<file path="config.mk">
export PLATFORM = sky130hd
export DESIGN_NAME = asq_sequencer
export DESIGN_NICKNAME = d
export VERILOG_FILES = /design/src/rtl/asq_slot_reg.v /design/src/rtl/asq_slot_timer.v /design/src/rtl/asq_sequencer.v
export VERILOG_INCLUDE_DIRS = /design/src /design/src/rtl
export SDC_FILE = /design/constraint.sdc
export NUM_CORES = 1
export LEC_CHECK = 0
export ABC_AREA = 1
export BUFFER_PORTS_ARGS = -buffer_cell sky130_fd_sc_hd__buf_4
export CAP_MARGIN = 20
export CORE_UTILIZATION = 55
export CTS_CLUSTER_DIAMETER = 120
export DETAILED_ROUTE_END_ITERATION = 6
export PLACE_DENSITY = 0.74
export SYNTH_ARGS = -nofsm -noshare
export SYNTH_HDL_FRONTEND = slang
export SYNTH_HIERARCHICAL = 1
export SYNTH_SLANG_ARGS = --single-unit
</file>
<file path="constraint.sdc">
create_clock -name clk_sys_i -period 6.75 [get_ports clk_sys_i]
set_clock_uncertainty 0.1 [all_clocks]
set_input_delay 1.0125 -clock clk_sys_i [delete_from_list [all_inputs] [get_ports clk_sys_i]]
set_output_delay 1.0125 -clock clk_sys_i [all_outputs]
set_load 0.005 [all_outputs]
</file>
<file path="src/rtl/asq_defs.vh">
// constants for the adc slot sequencer
`ifndef ASQ_DEFS_VH
`define ASQ_DEFS_VH

// byte addresses of the slot map
`define ASQ_ADDR_LEN_S10    16'h2100
`define ASQ_ADDR_S8_S9      16'h2101
`define ASQ_ADDR_S6_S7      16'h2102
`define ASQ_ADDR_S4_S5      16'h2103
`define ASQ_ADDR_S2_S3      16'h2104
`define ASQ_ADDR_S0_S1      16'h2105
// read-only sequencer status
`define ASQ_ADDR_STATUS     16'h2106

// nibble fields inside each map byte
`define ASQ_LO_MSB          3
`define ASQ_LO_LSB          0
`define ASQ_HI_MSB          7
`define ASQ_HI_LSB          4

// reset values
`define ASQ_RST_BYTE        8'h00
`define ASQ_RST_NIB         4'h0
`define ASQ_RD_ZERO         8'h00

// frame limits
`define ASQ_MAX_SLOTS       4'hb
`define ASQ_SLOT_ONE        4'h1

// slot dwell time and clock period in ns
`define ASQ_SLOT_NS         1000
`define ASQ_CLK_NS          5
`define ASQ_SLOT_CYC ((`ASQ_SLOT_NS + `ASQ_CLK_NS - 1) / `ASQ_CLK_NS)

`endif

</file>
<file path="src/rtl/asq_slot_reg.v">
// one byte-wide register of the slot map
`timescale 1ns/1ps
`default_nettype none
`include "asq_defs.vh"

module asq_slot_reg
#(
    parameter [15:0] ADDR = 16'h0000
)
(
    input  wire        clk_sys_i,
    input  wire        rst_n_i,
    input  wire [15:0] addr_i,
    input  wire [7:0]  wdata_i,
    input  wire        wr_i,
    output wire        hit_o,
    output wire [7:0]  q_o
);

    reg  [7:0] byte_ff;

    assign hit_o = (addr_i == ADDR);
    assign q_o   = byte_ff;

    always @(posedge clk_sys_i or negedge rst_n_i)
    begin
        if (!rst_n_i)
        begin
            byte_ff <= `ASQ_RST_BYTE;
        end
        else if (wr_i && hit_o)
        begin
            byte_ff <= wdata_i;
        end
    end

endmodule // asq_slot_reg

`default_nettype wire

</file>
<file path="src/rtl/asq_slot_timer.v">
// slot dwell divider: one-cycle tick at the end of each slot
`timescale 1ns/1ps
`default_nettype none
`include "asq_defs.vh"

module asq_slot_timer
(
    input  wire clk_sys_i,
    input  wire rst_n_i,
    input  wire run_i,
    output wire tick_o
);

    localparam integer     CYC    = `ASQ_SLOT_CYC;
    localparam integer     LAST_I = CYC - 1;
    localparam [15:0]      LAST   = LAST_I[15:0];
    localparam [15:0]      ZERO = 16'h0000;
    localparam [15:0]      ONE  = 16'h0001;

    reg  [15:0] cnt_ff;
    reg  [15:0] nxt_cnt;

    assign tick_o = run_i && (cnt_ff == LAST);

    always @*
    begin
        nxt_cnt = cnt_ff;
        if (!run_i || tick_o)
        begin
            nxt_cnt = ZERO;
        end
        else
        begin
            nxt_cnt = cnt_ff + ONE;
        end
    end

    always @(posedge clk_sys_i or negedge rst_n_i)
    begin
        if (!rst_n_i)
        begin
            cnt_ff <= ZERO;
        end
        else
        begin
            cnt_ff <= nxt_cnt;
        end
    end

endmodule // asq_slot_timer

`default_nettype wire

</file>
<file path="src/rtl/asq_sequencer.v">
// adc input multiplexer slot sequencer with its byte register map
//
// The implementer's own choice: the plain strobed port.
`timescale 1ns/1ps
`default_nettype none
`include "asq_defs.vh"

module asq_sequencer
(
    input  wire        clk_sys_i,
    input  wire        rst_n_i,
    input  wire [15:0] addr_i,
    input  wire [7:0]  wdata_i,
    input  wire        wr_i,
    input  wire        rd_i,
    output wire [7:0]  rdata_o,
    output wire [3:0]  mux_sel_o,
    output wire [3:0]  slot_o,
    output wire        slot_start_o,
    output wire        frame_start_o,
    output wire        busy_o
);

    localparam [1:0] ST_IDLE = 2'h0;
    localparam [1:0] ST_RUN  = 2'h1;

    // map bytes, lowest address first
    wire [7:0]  len_s10;
    wire [7:0]  s8_s9;
    wire [7:0]  s6_s7;
    wire [7:0]  s4_s5;
    wire [7:0]  s2_s3;
    wire [7:0]  s0_s1;
    wire        hit_len_s10;
    wire        hit_s8_s9;
    wire        hit_s6_s7;
    wire        hit_s4_s5;
    wire        hit_s2_s3;
    wire        hit_s0_s1;
    wire        hit_status;
    wire        slot_tick;

    reg  [1:0]  state_ff;
    reg  [1:0]  nxt_state;
    reg  [3:0]  slot_ff;
    reg  [3:0]  nxt_slot;
    reg  [3:0]  len_ff;
    reg  [3:0]  nxt_len;
    reg  [3:0]  sel_ff;
    reg  [3:0]  nxt_sel;
    reg         slot_start_ff;
    reg         nxt_slot_start;
    reg         frame_start_ff;
    reg         nxt_frame_start;
    reg  [7:0]  rdata_ff;
    reg  [7:0]  nxt_rdata;
    reg         busy_ff;
    reg  [3:0]  cfg_len;
    reg  [3:0]  eff_len;

    // slot map: each byte carries two selectors, except the first, which holds the frame length and the slot 10 selector
    asq_slot_reg #(.ADDR(`ASQ_ADDR_LEN_S10)) u_len_s10
    (
        .clk_sys_i (clk_sys_i),
        .rst_n_i   (rst_n_i),
        .addr_i    (addr_i),
        .wdata_i   (wdata_i),
        .wr_i      (wr_i),
        .hit_o     (hit_len_s10),
        .q_o       (len_s10)
    );

    asq_slot_reg #(.ADDR(`ASQ_ADDR_S8_S9)) u_s8_s9
    (
        .clk_sys_i (clk_sys_i),
        .rst_n_i   (rst_n_i),
        .addr_i    (addr_i),
        .wdata_i   (wdata_i),
        .wr_i      (wr_i),
        .hit_o     (hit_s8_s9),
        .q_o       (s8_s9)
    );

    asq_slot_reg #(.ADDR(`ASQ_ADDR_S6_S7)) u_s6_s7
    (
        .clk_sys_i (clk_sys_i),
        .rst_n_i   (rst_n_i),
        .addr_i    (addr_i),
        .wdata_i   (wdata_i),
        .wr_i      (wr_i),
        .hit_o     (hit_s6_s7),
        .q_o       (s6_s7)
    );

    asq_slot_reg #(.ADDR(`ASQ_ADDR_S4_S5)) u_s4_s5
    (
        .clk_sys_i (clk_sys_i),
        .rst_n_i   (rst_n_i),
        .addr_i    (addr_i),
        .wdata_i   (wdata_i),
        .wr_i      (wr_i),
        .hit_o     (hit_s4_s5),
        .q_o       (s4_s5)
    );

    asq_slot_reg #(.ADDR(`ASQ_ADDR_S2_S3)) u_s2_s3
    (
        .clk_sys_i (clk_sys_i),
        .rst_n_i   (rst_n_i),
        .addr_i    (addr_i),
        .wdata_i   (wdata_i),
        .wr_i      (wr_i),
        .hit_o     (hit_s2_s3),
        .q_o       (s2_s3)
    );

    asq_slot_reg #(.ADDR(`ASQ_ADDR_S0_S1)) u_s0_s1
    (
        .clk_sys_i (clk_sys_i),
        .rst_n_i   (rst_n_i),
        .addr_i    (addr_i),
        .wdata_i   (wdata_i),
        .wr_i      (wr_i),
        .hit_o     (hit_s0_s1),
        .q_o       (s0_s1)
    );

    assign hit_status = (addr_i == `ASQ_ADDR_STATUS);

    asq_slot_timer u_timer
    (
        .clk_sys_i (clk_sys_i),
        .rst_n_i   (rst_n_i),
        .run_i     (state_ff == ST_RUN),
        .tick_o    (slot_tick)
    );

    // frame length as programmed, then limited to the slots that exist
    always @*
    begin
        cfg_len = len_s10[`ASQ_HI_MSB:`ASQ_HI_LSB];
        eff_len = cfg_len;
        if (cfg_len > `ASQ_MAX_SLOTS)
        begin
            eff_len = `ASQ_MAX_SLOTS;
        end
    end

    // selector lookup for the slot about to be driven
    always @*
    begin
        case (nxt_slot)
            4'h0: nxt_sel = s0_s1[`ASQ_LO_MSB:`ASQ_LO_LSB];
            4'h1: nxt_sel = s0_s1[`ASQ_HI_MSB:`ASQ_HI_LSB];
            4'h2: nxt_sel = s2_s3[`ASQ_LO_MSB:`ASQ_LO_LSB];
            4'h3: nxt_sel = s2_s3[`ASQ_HI_MSB:`ASQ_HI_LSB];
            4'h4: nxt_sel = s4_s5[`ASQ_LO_MSB:`ASQ_LO_LSB];
            4'h5: nxt_sel = s4_s5[`ASQ_HI_MSB:`ASQ_HI_LSB];
            4'h6: nxt_sel = s6_s7[`ASQ_LO_MSB:`ASQ_LO_LSB];
            4'h7: nxt_sel = s6_s7[`ASQ_HI_MSB:`ASQ_HI_LSB];
            4'h8: nxt_sel = s8_s9[`ASQ_LO_MSB:`ASQ_LO_LSB];
            4'h9: nxt_sel = s8_s9[`ASQ_HI_MSB:`ASQ_HI_LSB];
            4'ha: nxt_sel = len_s10[`ASQ_LO_MSB:`ASQ_LO_LSB];
            default: nxt_sel = `ASQ_RST_NIB;
        endcase
    end

    // frame sequencing; the length is caught at each frame start so a
    // rewrite mid-frame never cuts the running frame short
    always @*
    begin
        nxt_state       = state_ff;
        nxt_slot        = slot_ff;
        nxt_len         = len_ff;
        nxt_slot_start  = 1'b0;
        nxt_frame_start = 1'b0;
        case (state_ff)
            ST_IDLE:
            begin
                nxt_slot = `ASQ_RST_NIB;
                if (eff_len != `ASQ_RST_NIB)
                begin
                    nxt_state       = ST_RUN;
                    nxt_len         = eff_len;
                    nxt_slot_start  = 1'b1;
                    nxt_frame_start = 1'b1;
                end
            end
            ST_RUN:
            begin
                if (slot_tick)
                begin
                    nxt_slot_start = 1'b1;
                    if (slot_ff == len_ff - `ASQ_SLOT_ONE)
                    begin
                        nxt_slot = `ASQ_RST_NIB;
                        nxt_len  = eff_len;
                        if (eff_len == `ASQ_RST_NIB)
                        begin
                            nxt_state      = ST_IDLE;
                            nxt_slot_start = 1'b0;
                        end
                        else
                        begin
                            nxt_frame_start = 1'b1;
                        end
                    end
                    else
                    begin
                        nxt_slot = slot_ff + `ASQ_SLOT_ONE;
                    end
                end
            end
            default:
            begin
                nxt_state = ST_IDLE;
                nxt_slot  = `ASQ_RST_NIB;
            end
        endcase
    end

    // read data stand only in the cycle after the strobe
    always @*
    begin
        nxt_rdata = `ASQ_RD_ZERO;
        if (rd_i)
        begin
            if (hit_len_s10)
                nxt_rdata = len_s10;
            else if (hit_s8_s9)
                nxt_rdata = s8_s9;
            else if (hit_s6_s7)
                nxt_rdata = s6_s7;
            else if (hit_s4_s5)
                nxt_rdata = s4_s5;
            else if (hit_s2_s3)
                nxt_rdata = s2_s3;
            else if (hit_s0_s1)
                nxt_rdata = s0_s1;
            else if (hit_status)
                nxt_rdata = {len_ff, slot_ff};
            else
                nxt_rdata = `ASQ_RD_ZERO;
        end
    end

    always @(posedge clk_sys_i or negedge rst_n_i)
    begin
        if (!rst_n_i)
        begin
            state_ff       <= ST_IDLE;
            slot_ff        <= `ASQ_RST_NIB;
            len_ff         <= `ASQ_RST_NIB;
            sel_ff         <= `ASQ_RST_NIB;
            slot_start_ff  <= 1'b0;
            frame_start_ff <= 1'b0;
            rdata_ff       <= `ASQ_RD_ZERO;
            busy_ff        <= 1'b0;
        end
        else
        begin
            state_ff       <= nxt_state;
            slot_ff        <= nxt_slot;
            len_ff         <= nxt_len;
            busy_ff        <= (nxt_state == ST_RUN);
            // selector is taken only at a slot start, held through the slot
            if (nxt_slot_start)
            begin
                sel_ff <= nxt_sel;
            end
            else if (nxt_state != ST_RUN)
            begin
                sel_ff <= `ASQ_RST_NIB;
            end
            slot_start_ff  <= nxt_slot_start;
            frame_start_ff <= nxt_frame_start;
            rdata_ff       <= nxt_rdata;
        end
    end

    assign rdata_o       = rdata_ff;
    assign mux_sel_o     = sel_ff;
    assign slot_o        = slot_ff;
    assign slot_start_o  = slot_start_ff;
    assign frame_start_o = frame_start_ff;
    assign busy_o        = busy_ff;

endmodule // asq_sequencer

`default_nettype wire

</file>
==> run metrics <==
Rows=37; via count=5459; Placer Congestion=1.00; I/O Buffers=46; largest net degree at the start of global routing=90; M1 GR Usage=0.401; Initial Util=0.568; endpoint class of the critical path=register; Slew Viols, Final=0; register area share after synthesis=0.378; Crit path required time=6.96 ns; Mapped Avg Cell Area=7.59 um2; slew margin rel.=0.432; routed len/inst=16.4 um; Area Overhead vs Synth=10.3%; CP Cell Sequence=inv_1 > nand2_1 > inv_1 > inv_1 > nor2_1 > inv_1 > a211oi_1 > nand2_2 > nor2_2 > nand3_1 > nand2_1 > nor2_1 > nand3_1 > nand2_1 > nand2_1; fin crit period=3.32 ns; outcome=finished clean; Final Hold Vio Count=0; placed cell count=939; Root Driver=clkbuf_8; WP buf/inv=4; Synth Register Bits=89; setup TNS=0 ns; dpl ws=3.48 ns; Max VDD drop=0.0882 mV; Clk Latency, worst-skew pair=0.38 ns; EDFF count, synth=0; number of global-route vias before repair=5114; r2r startpoint=state_ff[1]; Fill cells=950; Storage cell area=2230 um2; max frequency=301 MHz; CTS buffer count=9; fin nets=846; Hold Crit Depth=2; R2R Setup Slk=3.43 ns; GR peak layer=met2; die area=11100 um2; CP Class=reg2reg; vias per cell=5.71; Post-Syn Nets=807; post-CTS setup-driven buffer insertion count=0; LEAKAGE=3.39 nW; clock-pin slew on the worst setup and hold paths=0.09 ns; worst-margin pin slew=0.844 ns; layout cells sized above 1=0.206; Post-CTS Hold Fix Bufs=0; drt first pass iters=5; Die X=106 um; GRT Overall Usage=0.301; DR iter-0 viols=504; Synth cell types=40; dominant synthesized flop cell=dfrtp_1; worst min-delay path startpoint=u_s4_s5/q_o[2]; Synth async-reset ratio=1.00; grt ovf=0; CP startpoint kind=register; met3 Use GR=0.0513; fin crit share=0.492; met2 Use GR=0.486; drc violations=0; Max H-tree Level=3; cell area after synthesis=5890 um2; Final ANT Viol Nets=0; crit-path max cell delay=0.52 ns; Die Y=106 um; I/O pins=47; slowest stage cell, crit path=nor2_2; R2R cell count=15; final WL=15700 um; non-filler instance count after layout=956; first-pass GRT wire length=26000 um; final setup violation count=0; Multi-input gate area=3310 um2; CTS Sinks=89; hold path endpoint=u_s4_s5/q_o[2]; Final WS setup=3.43 ns; Yosys warnings=6; ANT cells=0; r2r endpoint=mux_sel_o[3]; Critical Path Fanout Max=12; crit path DAT=3.54 ns; power per cell area=148 nW/um2; CP delay by family, top=simple AND/OR/NAND/NOR gates; initial antenna violation count=0; worst min-delay path class=reg2reg; CTS tree=done; buffer depth of the longest clock path=2; Placeable Area=10400 um2; maxcap violations=0; unrepaired setup endpoints after global routing=no; DP Wirelength=11900 um; cts repair resizes=0; Cells after Synth=776
==> report_power, final <==
| group | internal [mW] | switching, mW | total (mW) |
|---|---|---|---|
| Sequential | 0.533 | 0.000549 | 0.534 |
| Combinational | 0.0219 | 0.0543 | 0.0761 |
| Clock | 0.148 | 0.205 | 0.353 |
| Total | 0.703 | 0.259 | 0.963 |
==> through the flow <==
step	total power, mW	hold WS, ns	instance area [um2]	utilization
final	0.963	0.394	6500	0.627
after detailed placement	0.619	0.371	6290	0.606
after global placement	0.618	0.358	6290	0.606
after global routing	0.997	0.432	6500	0.627
after CTS	0.967	0.392	6470	0.624
after floorplan	0.576	0.342	5890	-
==> synth_stat cells, types with 4 or more instances <==
master	count	share of area
nand2_1	210	0.13
nor2_1	102	0.065
dfrtp_1	89	0.38
nand4_1	68	0.072
nand3_1	56	0.048
inv_1	53	0.034
nor2_2	34	0.036
nand2_2	26	0.028
a21oi_1	21	0.018
o21ai_0	16	0.014
nor2_8	12	0.041
a31oi_1	8	0.0085
nand3_2	8	0.014
mux2i_1	7	0.012
inv_2	6	0.0038
nand3_4	6	0.018
xor2_1	5	0.0074
buf_6	4	0.0076
clkbuf_1	4	0.0025
clkbuf_2	4	0.0034
nor2_4	4	0.0076
xnor2_1	4	0.0059
==> sequential cells by signal (all words and copies together), names as in the netlist, 8 cells and up <==
name	flops
u_timer/cnt_ff	16
rdata_o	8
u_s2_s3/q_o	8
u_len_s10/q_o	8
u_s8_s9/q_o	8
u_s0_s1/q_o	8
u_s4_s5/q_o	8
u_s6_s7/q_o	8
==> worst max path at each step <==
stage / slack (ns) / cells after the start / to / from
floorplan: 4.14 / 16 / mux_sel_o[2] / u_timer/cnt_ff[0]
global placement: 3.52 / 15 / mux_sel_o[3] / u_timer/cnt_ff[0]
detailed placement: 3.48 / 15 / mux_sel_o[3] / state_ff[1]
CTS: 3.44 / 15 / mux_sel_o[3] / state_ff[1]
global route: 3.12 / 15 / mux_sel_o[3] / state_ff[1]
finish: 3.43 / 15 / mux_sel_o[3] / state_ff[1]
==> cell families (layout without fill, tap and decap cells) <==
kind of cell               after synthesis  in the layout  synth area share
DFF                                     89             89             0.378
xor gates and xnor gates                10             10            0.0161
adders and majority gates                3              3           0.00637
AOI/OAI and AO/OA                       50             50            0.0486
muxes                                    7              7            0.0119
buffers and inverters                   79            123            0.0597
and+or+nand+nor                        537            537             0.479
other                                    1              1          0.000636
==> cells in the final DEF, fill, tap and decap left out, types with 21 or more instances in the layout <==
cell type / Yosys / final
a21oi_1: 21 / 21
buf_4: 2 / 47
nor2_2: 34 / 34
nand2_2: 26 / 26
dfrtp_1: 89 / 89
nand2_1: 210 / 210
nor2_1: 102 / 102
inv_1: 53 / 53
nand3_1: 56 / 56
nand4_1: 68 / 68
==> per-layer routing <==
layer / part of all wire / wire length [um]
met1: 0.43 / 6710
met5: 0 / 0
met3: 0.064 / 997
met2: 0.48 / 7460
met4: 0.032 / 501
==> worst register-to-register path, cell delays in order, from the launching register on <==
cell	delay, ns
dfrtp_1	0.41
inv_1	0.06
nand2_1	0.09
inv_1	0.33
inv_1	0.09
nor2_1	0.48
inv_1	0.18
a211oi_1	0.30
nand2_2	0.13
nor2_2	0.52
nand3_1	0.18
nand2_1	0.12
nor2_1	0.05
nand3_1	0.10
nand2_1	0.07
nand2_1	0.06
==> area by class of cell <==
class	instances	area share
clock buffer	10	0.0212
clock inverter	6	0.00770
inverter	59	0.0341
multi-input combinational	608	0.510
sequential	89	0.343
tap	136	0.0262
timing repair buffer	48	0.0585
(Power assumes the default switching activity.)
